[src/shared/walker_pkg.sv]
`default_nettype none
package walker_pkg;
    // ==================================================================
    // table locations
    localparam logic [15:0] FAMILY_ADDR = 16'h0FF0;
    localparam logic [15:0] LEGACY_ADDR = 16'h0FF0;
    localparam logic [15:0] INFO_LEN_ADDR = 16'h1A00;
    localparam logic [15:0] INFO_BASE = 16'h1A00;
    localparam logic [15:0] CRC_LO_ADDR = 16'h1A02;
    localparam logic [15:0] CRC_HI_ADDR = 16'h1A03;
    localparam logic [15:0] CRC_FIRST_ADDR = 16'h1A04;
    localparam logic [15:0] CRC_LAST_ADDR = 16'h1AFF;
    localparam logic [15:0] CHAIN_START_ADDRESS = 16'h1A08;
    localparam logic [15:0] WORD_BYTES = 16'h0004;
    // ==================================================================
    // tag codes
    localparam logic [7:0] HIER_MARK = 8'h80;
    localparam logic [7:0] LEGACY_DESCRIPTOR_TAG = 8'h01;
    localparam logic [7:0] PERIPHERAL_DISCOVERY_TAG = 8'h02;
    localparam logic [7:0] BLANK_TAG = 8'h05;
    localparam logic [7:0] CONVERTER12_CALIBRATION_TAG = 8'h11;
    localparam logic [7:0] REFERENCE_CALIBRATION_TAG = 8'h12;
    localparam logic [7:0] CONVERTER10_CALIBRATION_TAG = 8'h13;
    localparam logic [7:0] SIGMA_DELTA_CALIBRATION_TAG = 8'h1D;
    localparam logic [7:0] TAG_EXTENDER_CODE = 8'hFE;
    localparam logic [7:0] CHAIN_TERMINATOR_TAG = 8'hFF;
    localparam logic [15:0] SHORT_HDR = 16'h0002;
    localparam logic [15:0] EXT_HDR = 16'h0004;
    // ==================================================================
    // discovery fields
    localparam logic [7:0] DELIMITER = 8'h00;
    localparam logic [23:0] MEM_SMALL_UNIT = 24'h00_0200;
    localparam logic [23:0] MEM_LARGE_UNIT = 24'h01_0000;
    localparam logic [19:0] PER_SMALL_UNIT = 20'h0_0010;
    localparam logic [19:0] PER_LARGE_UNIT = 20'h0_0800;
    localparam logic [19:0] SIZE_BASE = 20'h0_0080;
    localparam logic [3:0] SIZE_APPENDED = 4'hE;
    localparam logic [7:0] ID_NONE = 8'h00;
    localparam logic [7:0] ID_SPECIAL = 8'hFE;
    localparam logic [7:0] ID_UNDEFINED = 8'hFF;
    localparam logic [15:0] VEC_FIRST = 16'hFFF8;
    localparam logic [15:0] VEC_STEP = 16'h0002;

    typedef enum logic [3:0] {
        CLS_LEGACY, CLS_DISCOVERY, CLS_BLANK, CLS_EXTENDER, CLS_CAL12,
        CLS_REF, CLS_CAL10, CLS_SIGMA, CLS_RESERVED
    } tag_class_t;

    typedef enum logic [1:0] {
        ENT_MEMORY, ENT_PERIPHERAL, ENT_INTERRUPT
    } entry_kind_t;

    typedef enum logic [1:0] {
        ID_IS_MODULE, ID_IS_NONE, ID_IS_SPECIAL, ID_IS_UNDEFINED
    } id_class_t;

    typedef struct packed {
        entry_kind_t kind;
        logic [2:0] mem_type;
        logic [3:0] size_code;
        logic [19:0] size_bytes;
        logic more;
        logic [23:0] address;
        logic [7:0] peripheral_identifier;
        id_class_t id_class;
    } entry_t;
endpackage : walker_pkg
`default_nettype wire
[src/rtl/descriptor_walker.sv]
// What this block does
// - read the family-branch byte first to choose the layout
// - search starts at the fixed chain start address
// - tags up to the extender limit carry a one-byte length
// - extender tag: next byte extends tag, two bytes give length
// - discovery body: memory words, zero, count, words, irq bytes, zero
// - interrupt entries pass on in table priority order
// - stored check value is fetched and passed out unverified
// - stored check value is low byte first, then high byte
`timescale 1ns/100ps
`default_nettype none
module descriptor_walker (
    input wire logic CLOCK_IN,
    input wire logic RESET_N_IN,
    input wire logic REQ_VALID_IN,
    input wire logic [7:0] REQ_TAG_IN,
    input wire logic [7:0] REQ_EXT_TAG_IN,
    output logic BUSY_OUT,
    output logic MEM_RD_OUT,
    output logic [15:0] MEM_ADDR_OUT,
    input wire logic MEM_VALID_IN,
    input wire logic [7:0] MEM_DATA_IN,
    output logic DONE_OUT,
    output logic FOUND_OUT,
    output logic LEGACY_OUT,
    output logic [15:0] DESC_ADDR_OUT,
    output logic [15:0] DESC_LEN_OUT,
    output walker_pkg::tag_class_t TAG_CLASS_OUT,
    output logic [15:0] TABLE_BYTES_OUT,
    output logic [15:0] STORED_CRC_OUT,
    output logic ENTRY_VALID_OUT,
    output walker_pkg::entry_t ENTRY_OUT
);
    // ==================================================================
    // helpers
    function automatic walker_pkg::tag_class_t classify(input logic [7:0] t);
        if (t == walker_pkg::LEGACY_DESCRIPTOR_TAG) begin
            return walker_pkg::CLS_LEGACY;
        end else if (t == walker_pkg::PERIPHERAL_DISCOVERY_TAG) begin
            return walker_pkg::CLS_DISCOVERY;
        end else if (t == walker_pkg::BLANK_TAG) begin
            return walker_pkg::CLS_BLANK;
        end else if (t == walker_pkg::TAG_EXTENDER_CODE) begin
            return walker_pkg::CLS_EXTENDER;
        end else if (t == walker_pkg::CONVERTER12_CALIBRATION_TAG) begin
            return walker_pkg::CLS_CAL12;
        end else if (t == walker_pkg::REFERENCE_CALIBRATION_TAG) begin
            return walker_pkg::CLS_REF;
        end else if (t == walker_pkg::CONVERTER10_CALIBRATION_TAG) begin
            return walker_pkg::CLS_CAL10;
        end else if (t == walker_pkg::SIGMA_DELTA_CALIBRATION_TAG) begin
            return walker_pkg::CLS_SIGMA;
        end else begin
            return walker_pkg::CLS_RESERVED;
        end
    endfunction : classify

    function automatic walker_pkg::id_class_t id_kind(input logic [7:0] p);
        if (p == walker_pkg::ID_NONE) begin
            return walker_pkg::ID_IS_NONE;
        end else if (p == walker_pkg::ID_SPECIAL) begin
            return walker_pkg::ID_IS_SPECIAL;
        end else if (p == walker_pkg::ID_UNDEFINED) begin
            return walker_pkg::ID_IS_UNDEFINED;
        end else begin
            return walker_pkg::ID_IS_MODULE;
        end
    endfunction : id_kind

    typedef enum {
        S_IDLE, S_FAMILY, S_INFO, S_CRC_LO, S_CRC_HI, S_TAG, S_LEN, S_EXT,
        S_LEN_LO, S_LEN_HI, S_CHECK, S_PD_HI, S_PD_LO, S_PD_COUNT, S_PD_IRQ,
        S_FINISH
    } state_t;

    state_t state_r, state_nxt;
    logic pend_r, pend_nxt, rd_r, rd_nxt;
    logic [15:0] addr_r, addr_nxt, end_r, end_nxt;
    logic [15:0] len_r, len_nxt, off_r, off_nxt, vec_r, vec_nxt;
    logic [15:0] crc_r, crc_nxt, tbytes_r, tbytes_nxt;
    logic [15:0] daddr_r, daddr_nxt, dlen_r, dlen_nxt;
    logic [7:0] tag_r, tag_nxt, ext_r, ext_nxt, hi_r, hi_nxt;
    logic [7:0] req_r, req_nxt, reqx_r, reqx_nxt, cnt_r, cnt_nxt;
    logic [19:0] paddr_r, paddr_nxt;
    logic phase_r, phase_nxt, done_r, done_nxt, found_r, found_nxt;
    logic legacy_r, legacy_nxt, ev_r, ev_nxt, busy_r, busy_nxt;
    walker_pkg::tag_class_t cls_r, cls_nxt;
    walker_pkg::entry_t ent_r, ent_nxt;
    logic got;
    logic [15:0] word, next_ptr, hdr;
    logic [19:0] punit;

    // ==================================================================
    // next-state logic
    always_comb begin
        state_nxt = state_r;
        pend_nxt = pend_r;
        rd_nxt = 1'b0;
        addr_nxt = addr_r;
        end_nxt = end_r;
        len_nxt = len_r;
        off_nxt = off_r;
        vec_nxt = vec_r;
        crc_nxt = crc_r;
        tbytes_nxt = tbytes_r;
        daddr_nxt = daddr_r;
        dlen_nxt = dlen_r;
        tag_nxt = tag_r;
        ext_nxt = ext_r;
        hi_nxt = hi_r;
        req_nxt = req_r;
        reqx_nxt = reqx_r;
        cnt_nxt = cnt_r;
        paddr_nxt = paddr_r;
        phase_nxt = phase_r;
        done_nxt = 1'b0;
        found_nxt = found_r;
        legacy_nxt = legacy_r;
        ev_nxt = 1'b0;
        cls_nxt = cls_r;
        ent_nxt = ent_r;
        word = {hi_r, MEM_DATA_IN};
        hdr = (tag_r == walker_pkg::TAG_EXTENDER_CODE) ?
            walker_pkg::EXT_HDR : walker_pkg::SHORT_HDR;
        next_ptr = addr_r + len_r + hdr;
        punit = word[7] ? walker_pkg::PER_LARGE_UNIT :
            walker_pkg::PER_SMALL_UNIT;
        // one read in flight
        got = 1'b0;
        if (state_r != S_IDLE && state_r != S_CHECK &&
                state_r != S_FINISH) begin
            if (!pend_r) begin
                rd_nxt = 1'b1;
                pend_nxt = 1'b1;
            end else if (MEM_VALID_IN) begin
                got = 1'b1;
                pend_nxt = 1'b0;
            end
        end
        case (state_r)
            S_IDLE: begin
                if (REQ_VALID_IN) begin
                    req_nxt = REQ_TAG_IN;
                    reqx_nxt = REQ_EXT_TAG_IN;
                    found_nxt = 1'b0;
                    legacy_nxt = 1'b0;
                    addr_nxt = walker_pkg::FAMILY_ADDR;
                    state_nxt = S_FAMILY;
                end
            end
            S_FAMILY: begin
                if (got && MEM_DATA_IN == walker_pkg::HIER_MARK) begin
                    addr_nxt = walker_pkg::INFO_LEN_ADDR;
                    state_nxt = S_INFO;
                end else if (got) begin
                    legacy_nxt = 1'b1;
                    daddr_nxt = walker_pkg::LEGACY_ADDR;
                    state_nxt = S_FINISH;
                end
            end
            S_INFO: begin
                if (got) begin
                    // table bytes
                    tbytes_nxt = 16'(walker_pkg::WORD_BYTES << MEM_DATA_IN);
                    end_nxt = 16'(walker_pkg::INFO_BASE +
                        (walker_pkg::WORD_BYTES << MEM_DATA_IN));
                    addr_nxt = walker_pkg::CRC_LO_ADDR;
                    state_nxt = S_CRC_LO;
                end
            end
            S_CRC_LO: begin
                if (got) begin
                    crc_nxt[7:0] = MEM_DATA_IN;
                    addr_nxt = walker_pkg::CRC_HI_ADDR;
                    state_nxt = S_CRC_HI;
                end
            end
            S_CRC_HI: begin
                if (got) begin
                    crc_nxt[15:8] = MEM_DATA_IN;
                    addr_nxt = walker_pkg::CHAIN_START_ADDRESS;
                    state_nxt = S_TAG;
                end
            end
            S_TAG: begin
                if (got) begin
                    tag_nxt = MEM_DATA_IN;
                    addr_nxt = addr_r + 16'h0001;
                    if (MEM_DATA_IN == walker_pkg::CHAIN_TERMINATOR_TAG &&
                            req_r != walker_pkg::CHAIN_TERMINATOR_TAG) begin
                        state_nxt = S_FINISH;
                    end else if (MEM_DATA_IN ==
                            walker_pkg::TAG_EXTENDER_CODE) begin
                        state_nxt = S_EXT;
                    end else begin
                        state_nxt = S_LEN;
                    end
                end
            end
            S_LEN: begin
                if (got) begin
                    len_nxt = {8'h00, MEM_DATA_IN};
                    addr_nxt = addr_r - 16'h0001;
                    state_nxt = S_CHECK;
                end
            end
            S_EXT: begin
                if (got) begin
                    ext_nxt = MEM_DATA_IN;
                    addr_nxt = addr_r + 16'h0001;
                    state_nxt = S_LEN_LO;
                end
            end
            S_LEN_LO: begin
                if (got) begin
                    len_nxt[7:0] = MEM_DATA_IN;
                    addr_nxt = addr_r + 16'h0001;
                    state_nxt = S_LEN_HI;
                end
            end
            S_LEN_HI: begin
                if (got) begin
                    len_nxt[15:8] = MEM_DATA_IN;
                    addr_nxt = addr_r - 16'h0003;
                    state_nxt = S_CHECK;
                end
            end
            S_CHECK: begin
                if (tag_r == req_r && (tag_r != walker_pkg::TAG_EXTENDER_CODE
                        || ext_r == reqx_r)) begin
                    found_nxt = 1'b1;
                    daddr_nxt = addr_r;
                    dlen_nxt = len_r;
                    cls_nxt = classify(tag_r);
                    state_nxt = S_FINISH;
                    if (tag_r == walker_pkg::PERIPHERAL_DISCOVERY_TAG) begin
                        addr_nxt = addr_r + hdr;
                        off_nxt = 16'h0000;
                        phase_nxt = 1'b0;
                        paddr_nxt = 20'h0_0000;
                        vec_nxt = walker_pkg::VEC_FIRST;
                        state_nxt = S_PD_HI;
                    end
                end else if (next_ptr >= end_r || next_ptr < addr_r) begin
                    state_nxt = S_FINISH;
                end else begin
                    addr_nxt = next_ptr;
                    state_nxt = S_TAG;
                end
            end
            S_PD_HI: begin
                if (off_r >= dlen_r) begin
                    state_nxt = S_FINISH;
                end else if (got) begin
                    addr_nxt = addr_r + 16'h0001;
                    off_nxt = off_r + 16'h0001;
                    hi_nxt = MEM_DATA_IN;
                    if (!phase_r && MEM_DATA_IN == walker_pkg::DELIMITER) begin
                        state_nxt = S_PD_COUNT;
                    end else begin
                        state_nxt = S_PD_LO;
                    end
                end
            end
            S_PD_LO: begin
                if (got) begin
                    addr_nxt = addr_r + 16'h0001;
                    off_nxt = off_r + 16'h0001;
                    ev_nxt = 1'b1;
                    ent_nxt.more = word[8];
                    ent_nxt.mem_type = word[15:13];
                    ent_nxt.size_code = word[12:9];
                    ent_nxt.size_bytes = (word[12:9] == 4'h0 ||
                        word[12:9] >= walker_pkg::SIZE_APPENDED) ? 20'h0_0000
                        : 20'(walker_pkg::SIZE_BASE << (word[12:9] - 4'h1));
                    ent_nxt.peripheral_identifier = word[15:8];
                    ent_nxt.id_class = id_kind(word[15:8]);
                    state_nxt = S_PD_HI;
                    if (!phase_r) begin
                        ent_nxt.kind = walker_pkg::ENT_MEMORY;
                        ent_nxt.address = {17'h0_0000, word[6:0]} *
                            (word[7] ? walker_pkg::MEM_LARGE_UNIT :
                            walker_pkg::MEM_SMALL_UNIT);
                    end else begin
                        ent_nxt.kind = walker_pkg::ENT_PERIPHERAL;
                        paddr_nxt = paddr_r + 20'({13'h0000, word[6:0]} *
                            punit);
                        ent_nxt.address = {4'h0, paddr_nxt};
                        cnt_nxt = cnt_r - 8'h01;
                        if (cnt_r == 8'h01) begin
                            state_nxt = S_PD_IRQ;
                        end
                    end
                end
            end
            S_PD_COUNT: begin
                if (got) begin
                    addr_nxt = addr_r + 16'h0001;
                    off_nxt = off_r + 16'h0001;
                    cnt_nxt = MEM_DATA_IN;
                    phase_nxt = 1'b1;
                    state_nxt = (MEM_DATA_IN == 8'h00) ? S_PD_IRQ : S_PD_HI;
                end
            end
            S_PD_IRQ: begin
                if (off_r >= dlen_r) begin
                    state_nxt = S_FINISH;
                end else if (got && MEM_DATA_IN == walker_pkg::DELIMITER) begin
                    state_nxt = S_FINISH;
                end else if (got) begin
                    addr_nxt = addr_r + 16'h0001;
                    off_nxt = off_r + 16'h0001;
                    ev_nxt = 1'b1;
                    ent_nxt.kind = walker_pkg::ENT_INTERRUPT;
                    ent_nxt.peripheral_identifier = MEM_DATA_IN;
                    ent_nxt.id_class = id_kind(MEM_DATA_IN);
                    ent_nxt.address = {8'h00, vec_r};
                    vec_nxt = vec_r - walker_pkg::VEC_STEP;
                end
            end
            S_FINISH: begin
                done_nxt = 1'b1;
                state_nxt = S_IDLE;
            end
            default: begin
                state_nxt = S_IDLE;
            end
        endcase
        busy_nxt = (state_nxt != S_IDLE);
    end

    // ==================================================================
    // state registers
    always_ff @(posedge CLOCK_IN or negedge RESET_N_IN) begin
        if (!RESET_N_IN) begin
            state_r <= S_IDLE;
            pend_r <= 1'b0;
            rd_r <= 1'b0;
            addr_r <= 16'h0000;
            end_r <= 16'h0000;
            len_r <= 16'h0000;
            off_r <= 16'h0000;
            vec_r <= 16'h0000;
            crc_r <= 16'h0000;
            tbytes_r <= 16'h0000;
            daddr_r <= 16'h0000;
            dlen_r <= 16'h0000;
            tag_r <= 8'h00;
            ext_r <= 8'h00;
            hi_r <= 8'h00;
            req_r <= 8'h00;
            reqx_r <= 8'h00;
            cnt_r <= 8'h00;
            paddr_r <= 20'h0_0000;
            phase_r <= 1'b0;
            done_r <= 1'b0;
            found_r <= 1'b0;
            legacy_r <= 1'b0;
            ev_r <= 1'b0;
            busy_r <= 1'b0;
            cls_r <= walker_pkg::CLS_RESERVED;
            ent_r <= '0;
        end else begin
            state_r <= state_nxt;
            pend_r <= pend_nxt;
            rd_r <= rd_nxt;
            addr_r <= addr_nxt;
            end_r <= end_nxt;
            len_r <= len_nxt;
            off_r <= off_nxt;
            vec_r <= vec_nxt;
            crc_r <= crc_nxt;
            tbytes_r <= tbytes_nxt;
            daddr_r <= daddr_nxt;
            dlen_r <= dlen_nxt;
            tag_r <= tag_nxt;
            ext_r <= ext_nxt;
            hi_r <= hi_nxt;
            req_r <= req_nxt;
            reqx_r <= reqx_nxt;
            cnt_r <= cnt_nxt;
            paddr_r <= paddr_nxt;
            phase_r <= phase_nxt;
            done_r <= done_nxt;
            found_r <= found_nxt;
            legacy_r <= legacy_nxt;
            ev_r <= ev_nxt;
            busy_r <= busy_nxt;
            cls_r <= cls_nxt;
            ent_r <= ent_nxt;
        end
    end

    // outputs straight from flip-flops
    assign BUSY_OUT = busy_r;
    assign MEM_RD_OUT = rd_r;
    assign MEM_ADDR_OUT = addr_r;
    assign DONE_OUT = done_r;
    assign FOUND_OUT = found_r;
    assign LEGACY_OUT = legacy_r;
    assign DESC_ADDR_OUT = daddr_r;
    assign DESC_LEN_OUT = dlen_r;
    assign TAG_CLASS_OUT = cls_r;
    assign TABLE_BYTES_OUT = tbytes_r;
    assign STORED_CRC_OUT = crc_r;
    assign ENTRY_VALID_OUT = ev_r;
    assign ENTRY_OUT = ent_r;
endmodule : descriptor_walker
`default_nettype wire

[config.mk]
export PLATFORM = sky130hd
export DESIGN_NAME = descriptor_walker
export DESIGN_NICKNAME = d
export VERILOG_FILES = /design/src/shared/walker_pkg.sv /design/src/rtl/descriptor_walker.sv
export SDC_FILE = /design/constraint.sdc
export NUM_CORES = 1
export LEC_CHECK = 0
export ABC_CLOCK_PERIOD_IN_PS = 9900
export BUFFER_PORTS_ARGS = -buffer_cell sky130_fd_sc_hd__buf_2
export CORE_ASPECT_RATIO = 1.4
export CORE_MARGIN = 2
export CORE_UTILIZATION = 40
export CTS_CLUSTER_SIZE = 24
export DETAILED_ROUTE_END_ITERATION = 16
export SLEW_MARGIN = 10
export SYNTH_ARGS = -nofsm -noshare
export SYNTH_HDL_FRONTEND = slang
export SYNTH_SLANG_ARGS = --single-unit
[constraint.sdc]
create_clock -name CLOCK_IN -period 9.9 [get_ports CLOCK_IN]
set_input_delay 0.99 -clock CLOCK_IN [delete_from_list [all_inputs] [get_ports CLOCK_IN]]
set_output_delay 0.99 -clock CLOCK_IN [all_outputs]
set_load 0.03 [all_outputs]
# == Word level (Yosys, flattened, before mapping) ==
# Cells that the tools add are included.
# op_classes
addsub,12
n_mul,2
order_cmp,4
n_eq_ne,56
n_shift,2
muxes,120
n_bitwise,1
reduce_logical,53
# op_table
op,count
$mux W32,17
$mux W16,29
$pmux W32 S14,1
$eq A32 B4 Y1 const B,8
$pmux W16 S11,1
$eq A32 B3 Y1 const B,4
$mux W34,3
$mux W20,5
$pmux W34 S2,1
$eq A32 B2 Y1 const B,2
$mux W64,1
$ne A32 B5 Y1 const B,2
$pmux W16 S2,2
$pmux W16 S4,1
$reduce_bool A32 Y1,2
$eq A8 B8 Y1 const B,6
$pmux W8 S2,3
$mux W4,10
$pmux W20 S2,1
$ne A2 B2 Y1 const B,19
$add A16 B1 Y16 const B,2
$add A16 B3 Y16,2
$eq A32 B1 Y1 const B,1
$eq A8 B5 Y1 const B,4
47 further kinds,123
# totals
register_bits,320
in_bits,28
out_inout_bits,154
word_cells,286

# == Longest topological paths before layout ==
# Gate-level depths: netlist of run 1.
# logic_depth
depth_word,9
mapped_depth,27

# == Worst setup path after synthesis of run 1 ==
# OpenSTA, ideal clock, no wires.
# synth_timing
kind,register -> register
from,register tag_r[0]
to,"register addr_r[15], in the netlist MEM_ADDR_OUT[15]"
t_arrival_ns,5.374
required_ns,9.780
slack_ns,4.406
stages_incl_launch_ff,27
n_path_buf,1
path_cell_list,dfrtp_1 nand2b_1 nor3_2 inv_1 fa_1 ha_1 inv_1 fa_1 nor2b_1 o21ai_0 a21boi_0 o21bai_1 a21oi_1 a211oi_1 o21ai_0 xnor2_1 ha_1 nand4_1 nor3_1 o211ai_1 and3_1 o41ai_1 and3_1 buf_2 nor4b_2 a221oi_1 a31o_1
# synth_via
elab_chain_cells,7
# synth_rtl
item,line,rtl
"start, declared",descriptor_walker.sv:82,"logic [7:0] tag_r, tag_nxt, ext_r, ext_nxt, hi_r, hi_nxt;"
"start signal, assigned",descriptor_walker.sv:376,tag_r <= tag_nxt;
$eq A8 B8 Y1,descriptor_walker.sv:123,hdr = (tag_r == walker_pkg::TAG_EXTENDER_CODE) ?
$mux W3,descriptor_walker.sv:123,
$add A16 B3 Y16,descriptor_walker.sv:125,next_ptr = addr_r + len_r + hdr;
$ge A16 B16 Y1 / $lt A16 B16 Y1 (equally long branches),descriptor_walker.sv:244,end else if (next_ptr >= end_r || next_ptr < addr_r) begin
$logic_or A1 B1 Y1,descriptor_walker.sv:244,
$ne A3 B3 Y1 (no line),n/a,
$reduce_and A13 Y1 (no line),n/a,
"end signal, assigned",descriptor_walker.sv:367,addr_r <= addr_nxt;
"end, declared",descriptor_walker.sv:78,"logic [15:0] addr_r, addr_nxt, end_r, end_nxt;"
# Several ways; a longest one is shown, not always the timed one. The select of a mux whose other input is x is not followed.
# A chain may end at the register's enable or synchronous reset.

# == Final worst setup path of run 1 ==
# layout_timing
from,register tag_r[4]
to,"register addr_r[15], in the netlist MEM_ADDR_OUT[15]"
# The elaborated chain is that of the path after synthesis.

==> results of run 1 <==
==> synthesized netlist by cell type, drive strengths merged, types with 12 or more instances <==
library cell and number:
and3 25, o21a 12, ha 137, nor2 144
nor2b 16, inv 86, a21oi 117, o21ai 143
and2 12, nand4 26, a22o 14, buf 42
nand2b 14, or3 13, a21o 20, a31oi 17
nand3 36, nor3 52, nand2 232, dfrtp 295
xnor2 44, nor4 28, o211ai 16, xor2 38
mux2 71, clkbuf 62
==> per-layer routing <==
metal  vias to the layer above  track usage, %
li1                       6834               -
met1                      7039            28.3
met2                       412            42.7
met3                       104            3.14
met4                         0            8.01
met5                         -               0
==> final timing paths <==
check | endpoint | slack (ns) | cells after the start
hold reg to reg | MEM_RD_OUT$_DFF_PN0_ | 0.46 | 1
setup reg to reg | MEM_ADDR_OUT[15]$_DFFE_PN0P_ | 2.65 | 24
min in group asynchronous | DESC_ADDR_OUT[8]$_DFFE_PN0P_ | 0.51 | 1
max in group asynchronous | STORED_CRC_OUT[2]$_DFFE_PN0P_ | 7.33 | 3
hold / removal | MEM_RD_OUT$_DFF_PN0_ | 0.46 | 1
setup / recovery | MEM_ADDR_OUT[15]$_DFFE_PN0P_ | 2.65 | 24
==> layout make-up <==
class	instances	area (sq um)	share of cell area (%)
tap	552	691	3.50
multi-input combinational	1404	9270	47.0
inverter	86	323	1.64
timing repair buffer	187	986	5.00
sequential	296	7410	37.6
clock buffer	47	916	4.64
clock inverter	11	131	0.666
antenna	1	2.50	0.0127
==> layout by cell type, fill, tap and decap left out, types with 8 or more instances in the layout <==
master,instances
a211oi_1,9
a21o_1,20
a21oi_1,117
a22o_1,14
a22oi_1,8
a31oi_1,17
and2_1,11
and3_1,25
buf_2,170
buf_4,16
clkbuf_1,8
clkbuf_16,31
clkbuf_8,8
conb_1,38
dfrtp_1,295
ha_1,137
inv_1,85
mux2_2,71
mux2i_1,10
nand2_1,232
nand2b_1,14
nand3_1,36
nand4_1,26
nor2_1,142
nor2b_1,16
nor3_1,48
nor4_1,25
o211ai_1,16
o21a_1,12
o21ai_0,141
o31ai_1,10
or3_1,13
xnor2_1,44
xor2_1,38
==> through the flow <==
stage | hold slack [ns] | instances
4_1_cts | 0.465 | 2583
6_report | 0.462 | 2584
3_5_place_dp | 0.457 | 2525
2_1_floorplan | 0.439 | 1890
5_1_grt | 0.486 | 2584
3_3_place_gp | 0.453 | 2525
==> critical path: cells and delay by family, from the launching register on <==
family | cells | cell delay [ns]
xor+xnor | 1 | 0.35
compound gates | 10 | 2.56
simple gates | 6 | 1.78
buf+inv | 3 | 0.57
flops | 1 | 0.51
fa+ha+maj | 4 | 1.41
==> cells by family after synthesis <==
logic type | count (synthesis) | share of synthesized area [%]
mux | 81 | 5.19
compound gates | 424 | 15.0
other cells | 1 | 0.0216
flops | 296 | 42.7
fa+ha+maj | 143 | 10.6
xor+xnor | 82 | 4.14
simple gates | 636 | 17.7
buf+inv | 190 | 4.66
==> state kept, by name, summed over array words and instances, names as in the netlist, 4 cells and up <==
register,flops
STORED_CRC_OUT,16
TABLE_BYTES_OUT,7
TAG_CLASS_OUT,4
reqx_r,8
paddr_r,16
hi_r,8
ENTRY_OUT,56
end_r,14
tag_r,8
req_r,8
vec_r,15
off_r,16
cnt_r,8
DESC_LEN_OUT,16
len_r,16
ext_r,8
state_r,32
MEM_ADDR_OUT,16
DESC_ADDR_OUT,16
==> power groups by stage <==
stage | Sequential, mW | Clock [mW] | Combinational (mW)
final | 1.22 | 1.21 | 0.111
after detailed placement | 1.24 | 0 | 0.113
after floorplan | 1.24 | 0 | 0.0539
after CTS | 1.22 | 1.24 | 0.113
after global routing | 1.22 | 1.28 | 0.123
after global placement | 1.24 | 0 | 0.112
==> out/qor.txt, run 1 <==
status: completed
drt total wl: 53300 um
drt first pass iters: 5
RSZ-0062 raised after global routing: false
setup TNS: 0 ns
most frequent CP cell: o21ai_0
combinational share of power: 4.4%
Final Hold Vio Count: 0
number of setup violations in the final report: 0
slowest cell on the critical path: and3_1
area leader, netlist: dfrtp_1
initial core utilization: 40.4%
DR WL met3: 2690 um
Synth Warn #: 0
share of Yosys cell area claimed by the top area cell type: 42.6%
crit path from: tag_r[4]$_DFFE_PN0P_
Top-Level Pins: 182
Internal Pwr Total: 1.94 mW
Port Buf Inserts: 171
clk_skew: 0.0210 ns
Max stage delay on crit path: 0.62 ns
min-delay src: pend_r$_DFFE_PN0P_
post-layout min period: 7.25 ns
CTS Buffer Depth: 3
post-CTS resize count: 0
P&R area growth vs syn: 13.8%
fmax: 0.138 GHz
Seq/Total Area, Yosys: 42.7%
dpl hpwl: 39100 um
Die Wd: 180 um
actual slew at the worst max-slew pin: 1.24 ns
layout cells sized above 1: 16.3%
total core area: 42900 sq um
largest net degree at the start of global routing: 121
sequential share of power: 48.1%
clock tree from TritonCTS: built
Placement Cell Area: 18700 sq um
Routed Antenna Nets: 0
wire length on met2: 27700 um
Util after Layout: 46.0%
CP Data Required Time: 10.43 ns
max_cap viols: 0
M1 WL: 21200 um
unique cell type count in the Yosys netlist: 80
vias in the first global route: 14281
CP endpoint kind: flop
CTS clock-pin slew for the worst setup and hold paths: 0.06 ns
Place WS: 2.84 ns
Crit Path Category: reg -> reg
Main synth FF type: dfrtp_1
design area: 19700 sq um
LEAKAGE: 9.89 nW
full die area: 45000 sq um
final worst setup slack: 2.65 ns
initial antenna violation count: 1
Sw Ratio: 23.7%
row cnt: 90
DRC viols: 0
CTS Root Cell: clkbuf_16
Post-Syn Area per Cell: 9.36 sq um
worst skew pair latency: 0.61 ns
Highest Signal Layer: met4
Pins Over Slew Limit: 0
Fill cells: 4177
drt first-iter violations: 930
CP max FO: 17
Die Height: 250 um
Worst slew margin: 16.5%
share of flip-flops with an asynchronous set or reset: 100%
GPL Wtd Cong: 0.922
vias: 14389
Clk network pwr share: 47.5%
hold-fix buffer count after cts: 0
DR WL/cell: 20.6 um
final layout net count: 2177
Syn Std Cell Area: 17300 sq um
crit path cell chain: nand4_1 > nor3_2 > inv_1 > fa_1 > ha_1 > inv_1 > fa_1 > nor2b_1 > o21ai_0 > a21boi_0 > o21ai_0 > nand2b_1 > a31o_2 > xor2_1 > ha_1 > and3_1 > a2111oi_0 > a211oi_1 > o41ai_1 > and3_1 > buf_4 > o21ai_0 > a221oi_1 > a31o_1
Post-CTS Setup Inserts: 0
H-Tree Depth: 1
Design Power: 2.54 mW
total track usage: 23.5%
post-DR vias/cell: 5.57
top cells by area, synth: dfrtp_1, ha_1, nand2_1
first-pass GRT wire length: 83400 um
Num CTS Buffers: 31
Post-Synthesis Cells: 1853
Hold Crit Class: reg -> reg
CP Launch Type: flop
GRT overflow: 0
Synth Register Bits: 296
Worst Path Arrival: 7.78 ns
Net Sw Power: 0.603 mW
reg-to-reg startpoint: tag_r[4]$_DFFE_PN0P_
Max VDD drop: 0.129 mV
power density cells: 129 nW/um^2
number of flops mapped to enable cells by yosys: 0
Sink Count: 296
crit share post-route: 73.3%
No activity file was read; power rests on OpenSTA's default activity.
==> run 2: changes to the inputs <==
Settings changed: ABC_CLOCK_PERIOD_IN_PS 9900 to 7600.
Clock period 9.9 ns to 7.6 ns, I/O delays scaled along.
==> run 2 against run 1 <==
Global-route usage shrank 0.40 points. Hold slack lost 0.26 ns. Wire length decreased by 1.2%. Clock power grew 20%. Sequential power grew 30%. Utilization fell by 0.14 points. Sequential cell count stayed put. Critical path depth rose by 2. First-iteration DRC count is 8.1% higher. Die area is the same. Count of clock-buffer cells in the layout increased by 1. Non-clock buffer count rose by 4. Highest routed layer unchanged.
==> out/qor.txt, run 2 (synthesis results as in run 1) <==
status: completed (unchanged)
Worst slew margin: 20.7% (was 16.5%)
setup TNS: 0 ns (unchanged)
most frequent cells in the layout: dfrtp_1, nand2_1, buf_2 (unchanged)
Net Sw Power: 0.764 mW (was 0.603 mW)
hold-fix buffer count after cts: 0 (unchanged)
Sink Count: 296 (unchanged)
post-layout min period: 6.74 ns (was 7.25 ns)
sequential share of power: 49.9% (was 48.1%)
number of setup violations in the final report: 0 (unchanged)
GPL Wtd Cong: 0.916 (was 0.922)
Internal Pwr Total: 2.42 mW (was 1.94 mW)
LEAKAGE: 9.86 nW (was 9.89 nW)
DR WL/cell: 20.4 um (was 20.6 um)
Max VDD drop: 0.162 mV (was 0.129 mV)
actual slew at the worst max-slew pin: 1.18 ns (was 1.24 ns)
initial core utilization: 40.4% (unchanged)
drt first pass iters: 5 (unchanged)
final layout net count: 2180 (was 2177)
initial antenna violation count: 0 (was 1)
first-pass GRT wire length: 82600 um (was 83400 um)
CP Launch Type: flop (unchanged)
Final Hold Vio Count: 0 (unchanged)
CP max FO: 20 (was 17)
CTS clock-pin slew for the worst setup and hold paths: 0.07 ns (was 0.06 ns)
fmax: 0.148 GHz (was 0.138 GHz)
vias in the first global route: 14332 (was 14281)
CP Data Required Time: 8.08 ns (was 10.43 ns)
max_cap viols: 0 (unchanged)
Top delay family on crit path: compound AO/OA/AOI/OAI gates (unchanged)
CP endpoint kind: flop (unchanged)
clk_skew: 0.0116 ns (was 0.0210 ns)
H-Tree Depth: 1 (unchanged)
GRT overflow: 0 (unchanged)
Post-CTS Setup Inserts: 0 (unchanged)
CTS Root Cell: clkbuf_16 (unchanged)
full die area: 45000 sq um (unchanged)
combinational share of power: 4.6% (was 4.4%)
Top-Level Pins: 182 (unchanged)
Hold Crit Class: in -> async (was reg -> reg)
Max stage delay on crit path: 0.62 ns (about the same)
Port Buf Inserts: 171 (unchanged)
total track usage: 23.1% (was 23.5%)
Worst Path Arrival: 7.22 ns (was 7.78 ns)
worst skew pair latency: 0.59 ns (was 0.61 ns)
Die Height: 250 um (unchanged)
dpl hpwl: 38500 um (was 39100 um)
DRC viols: 0 (unchanged)
power density cells: 162 nW/um^2 (was 129 nW/um^2)
Sw Ratio: 24.0% (was 23.7%)
CP bufs+invs: 4 (was 3)
Crit Path Category: reg -> reg (unchanged)
total core area: 42900 sq um (unchanged)
largest net degree at the start of global routing: 146 (was 121)
slowest cell on the critical path: o41ai_1 (was and3_1)
Antenna diodes: 0 (was 1)
cell count after placement: 2529 (was 2525)
post-CTS resize count: 0 (unchanged)
layout cells sized above 1: 16.2% (was 16.3%)
Finished Layout Cells: 2583 (was 2584)
row cnt: 90 (unchanged)
Num CTS Buffers: 30 (was 31)
clock tree from TritonCTS: built (unchanged)
RSZ-0062 raised after global routing: false (unchanged)
CTS Buffer Depth: 3 (unchanged)
Clk network pwr share: 45.4% (was 47.5%)
vias: 14425 (was 14389)
max reg flops: 56 (unchanged)
Pins Over Slew Limit: 0 (unchanged)
crit share post-route: 88.7% (was 73.3%)
drt first-iter violations: 1005 (was 930)
commonest non-fill, non-tap cell in the layout: dfrtp_1 (unchanged)
worst reg-to-reg path cell count: 26 (was 24)
Routed Antenna Nets: 0 (unchanged)
hold_ws: 0.201 ns (was 0.462 ns)
Fill cells: 4171 (was 4177)
P&R area growth vs syn: 13.4% (was 13.8%)
Die Wd: 180 um (unchanged)
drt total wl: 52700 um (was 53300 um)
Stages on worst setup path: 26 (was 24)
post-DR vias/cell: 5.58 (was 5.57)
==> run 2: changes by cell type in the layout (fill, tap and decap cells not counted), sizes merged <==
cell	previous run	this run
buf	187	191
bufinv	2	0
clkbuf	47	48
clkinv	8	4
clkinvlp	0	2
diode	1	0
inv	87	86
==> run 2: power by group through the flow <==
stage / sequential, mW / clock, mW / combinational (mW)
detailed placement: 1.62 / 0 / 0.149
global route: 1.59 / 1.54 / 0.164
CTS: 1.59 / 1.48 / 0.149
global placement: 1.62 / 0 / 0.145
finish: 1.59 / 1.45 / 0.148
floorplan: 1.62 / 0 / 0.0702
==> run 2: layout make-up <==
| cell class | instances | area, sq um | area share, % |
|---|---|---|---|
| clock buffers | 48 | 888 | 4.52 |
| clock inverters | 6 | 60.1 | 0.305 |
| inverters | 86 | 323 | 1.64 |
| multi-input cells | 1404 | 9270 | 47.1 |
| flip-flops and latches | 296 | 7410 | 37.7 |
| well taps | 552 | 691 | 3.51 |
| repair buffers | 191 | 1030 | 5.23 |
==> run 2: path summary, 6_finish.rpt <==
path	startpoint	to	slack (ns)
setup / recovery	tag_r[4]$_DFFE_PN0P_	MEM_ADDR_OUT[4]$_DFFE_PN0P_	0.86
hold / removal	RESET_N_IN	DESC_ADDR_OUT[5]$_DFFE_PN0P_	0.20
setup reg to reg	tag_r[4]$_DFFE_PN0P_	MEM_ADDR_OUT[4]$_DFFE_PN0P_	0.86
hold reg to reg	ENTRY_OUT[54]$_DFFE_PN0P_	ENTRY_OUT[54]$_DFFE_PN0P_	0.46
max in group asynchronous	RESET_N_IN	state_r[26]$_DFF_PN0_	6.06
min in group CLOCK_IN	REQ_TAG_IN[7]	req_r[7]$_DFFE_PN0P_	0.40
==> run 2: layer usage <==
layer	GRT usage, %	up-vias	part of all wire, %
li1	-	6837	-
met1	28.2	7073	41
met2	41.2	410	50
met3	2.69	105	4.6
met4	9.34	0	4.1
met5	0	-	0
==> run 2: metrics by stage <==
| step | util, % | area (sq um) | worst slack (ns) | total power [mW] |
|---|---|---|---|---|
| after CTS | 45.8 | 19700 | 0.886 | 3.22 |
| after global placement | 43.6 | 18700 | 1.05 | 1.76 |
| after global routing | 45.8 | 19700 | 0.392 | 3.29 |
| after floorplan | - | 17500 | 2.11 | 1.69 |
| final | 45.8 | 19700 | 0.857 | 3.19 |
| after detailed placement | 43.6 | 18700 | 0.955 | 1.77 |
==> run 2: worst register-to-register path, delay by kind of cell (launching register included) <==
kind | cells | cell delay (ns)
compound gates | 10 | 2.55
xor+xnor | 1 | 0.20
fa+ha+maj | 4 | 1.20
buf+inv | 4 | 0.67
flops | 1 | 0.51
simple gates | 7 | 1.50
==> run 3: changes to the inputs <==
Settings changed: ABC_CLOCK_PERIOD_IN_PS 7600 to 5700, HOLD_SLACK_MARGIN set to 0.12.
Clock period 7.6 ns to 5.7 ns, I/O delays scaled along.
==> run 3 against run 2 <==
Final cell count up 2.2%. First-iteration DRC count is 10% lower. Non-clock buffer count rose by 54. Sequential power increased by 33%. Clock skew rose by 0.017 ns. Utilization rose by 1.7 points. Critical path type unchanged. Global-route usage increased by 0.26 points. Final area is 3.7% higher. Largest power group is now the clock network. Clock power up 61%. Critical path depth down 1. Sequential cell count stayed put. Critical endpoint is now MEM_ADDR_OUT[15]$_DFFE_PN0P_.
==> out/qor.txt, run 3 (synthesis results as in run 1) <==
status: completed (unchanged)
actual slew at the worst max-slew pin: 1.18 ns (about the same)
first-pass GRT wire length: 83100 um (was 82600 um)
GRT overflow: 0 (unchanged)
total track usage: 23.3% (was 23.1%)
max_cap viols: 0 (unchanged)
Final Hold Vio Count: 0 (unchanged)
clk_skew: 0.0291 ns (was 0.0116 ns)
final layout net count: 2234 (was 2180)
Routed Antenna Nets: 0 (unchanged)
Num CTS Buffers: 30 (unchanged)
full die area: 45000 sq um (unchanged)
H-Tree Depth: 1 (unchanged)
final worst setup slack: 0.250 ns (was 0.857 ns)
CP Data Required Time: 6.23 ns (was 8.08 ns)
GPL Wtd Cong: 0.963 (was 0.916)
cell count after placement: 2581 (was 2529)
cell depth of the worst hold path: 2
Die Wd: 180 um (unchanged)
wire length on met2: 26300 um (was 26600 um)
layout cells sized above 1: 19.5% (was 16.2%)
CTS Root Cell: clkbuf_16 (unchanged)
Worst Path Arrival: 5.98 ns (was 7.22 ns)
fmax: 0.183 GHz (was 0.148 GHz)
Pins Over Slew Limit: 0 (unchanged)
Util after Layout: 47.5% (was 45.8%)
Sink Count: 296 (unchanged)
max reg flops: 56 (unchanged)
CP max FO: 5 (was 20)
drt total wl: 53000 um (was 52700 um)
CTS clock-pin slew for the worst setup and hold paths: 0.07 ns (about the same)
post-DR vias/cell: 5.58 (about the same)
commonest non-fill, non-tap cell in the layout: dfrtp_1 (unchanged)
P&R area growth vs syn: 17.6% (was 13.4%)
worst reg-to-reg path cell count: 25 (was 26)
dpl hpwl: 39500 um (was 38500 um)
clock tree from TritonCTS: built (unchanged)
Fill cells: 4080 (was 4171)
Max VDD drop: 0.235 mV (was 0.162 mV)
row cnt: 90 (unchanged)
Design Power: 4.66 mW (was 3.19 mW)
initial antenna violation count: 1 (was 0)
post-layout min period: 5.45 ns (was 6.74 ns)
Crit Path Category: reg -> reg (unchanged)
Finished Layout Cells: 2640 (was 2583)
hold_ws: 0.196 ns (was 0.201 ns)
worst skew pair latency: 0.61 ns (was 0.59 ns)
setup TNS: 0 ns (unchanged)
crit share post-route: 95.6% (was 88.7%)
drt first-iter violations: 903 (was 1005)
power density cells: 228 nW/um^2 (was 162 nW/um^2)
design area: 20400 sq um (was 19700 sq um)
CP endpoint kind: flop (unchanged)
initial core utilization: 40.4% (unchanged)
Hold Crit Class: in -> reg (was in -> async)
CP Launch Type: flop (unchanged)
LEAKAGE: 10.3 nW (was 9.86 nW)
Highest Signal Layer: met4 (unchanged)
Place WS: -0.0465 ns (was 0.955 ns)
DRC viols: 0 (unchanged)
Placement Cell Area: 19100 sq um (was 18700 sq um)
total core area: 42900 sq um (unchanged)
drt first pass iters: 5 (unchanged)
most frequent cells in the layout: dfrtp_1, nand2_1, buf_2 (unchanged)
M1 WL: 21400 um (was 21500 um)
largest net degree at the start of global routing: 125 (was 146)
Die Height: 250 um (unchanged)
CTS Buffer Depth: 3 (unchanged)
vias in the first global route: 14585 (was 14332)
DR WL met3: 2560 um (was 2440 um)
DR WL/cell: 20.1 um (was 20.4 um)
Top-Level Pins: 182 (unchanged)
vias: 14726 (was 14425)
Worst slew margin: 21.0% (was 20.7%)
Port Buf Inserts: 171 (unchanged)
number of setup violations in the final report: 0 (unchanged)
run 3: final timing paths:
check,endpoint,slack [ns],startpoint
worst min-delay path,req_r[6]$_DFFE_PN0P_,0.20,REQ_TAG_IN[6]
min in group asynchronous,DESC_ADDR_OUT[8]$_DFFE_PN0P_,0.66,RESET_N_IN
worst min register to register,ENTRY_OUT[49]$_DFFE_PN0P_,0.46,ENTRY_OUT[49]$_DFFE_PN0P_
max in group asynchronous,STORED_CRC_OUT[7]$_DFFE_PN0P_,3.62,RESET_N_IN
worst max-delay path,MEM_ADDR_OUT[15]$_DFFE_PN0P_,0.25,tag_r[0]$_DFFE_PN0P_
worst max register to register,MEM_ADDR_OUT[15]$_DFFE_PN0P_,0.25,tag_r[0]$_DFFE_PN0P_
run 3: where the power goes:
group / switching [mW] / leakage [nW] / internal (mW) / total [mW]
combinational: 0.148 / 5.75 / 0.0514 / 0.200
clock: 0.924 / 0.571 / 1.41 / 2.34
sequential: 0.00718 / 3.94 / 2.11 / 2.12
total: 1.08 / 10.3 / 3.58 / 4.66
run 3: timing repair:
action / 4_1_cts / 5_1_grt
gates cloned: 0 / 0
resized for setup: 3 / 15
pin swaps: 0 / 8
endpoints found under the setup margin: 11 / 17
endpoints found under the hold margin: 4 / 0
hold buffers: 1 / 0
buffers inserted: 0 / 1
run 3: final cells by class:
type | count | area (sq um) | share of cell area, %
diodes | 1 | 2.50 | 0.0123
inverters | 86 | 323 | 1.58
repair buffers | 245 | 1430 | 7.00
clock buffers | 36 | 833 | 4.09
clock inverters | 20 | 348 | 1.71
multi-input cells | 1404 | 9360 | 45.9
flip-flops and latches | 296 | 7410 | 36.3
well taps | 552 | 691 | 3.39
run 3: metal layers:
| metal | global-route usage, % | vias to the layer above |
|---|---|---|
| met2 | 40.7 | 452 |
| met4 | 11.2 | 0 |
| li1 | - | 6959 |
| met3 | 2.88 | 128 |
| met1 | 28.5 | 7187 |
| met5 | 0 | - |
run 3: critical path, stage by stage (launching register included):
cell and delay [ns]:
dfrtp_1 0.38, nand2b_1 0.17, nor3_2 0.14, inv_1 0.11, fa_1 0.49, ha_1 0.18, inv_1 0.06, fa_1 0.39
nor2b_1 0.12, o21ai_0 0.11, a21boi_1 0.14, buf_4 0.13, o21ai_0 0.07, nand2b_1 0.12, a31o_2 0.19, xor2_2 0.20
ha_1 0.28, and3_1 0.21, a2111oi_4 0.37, a211oi_2 0.15, o41ai_2 0.39, buf_4 0.18, and3_4 0.22, o21ai_0 0.13
a221oi_2 0.32, a31o_1 0.14
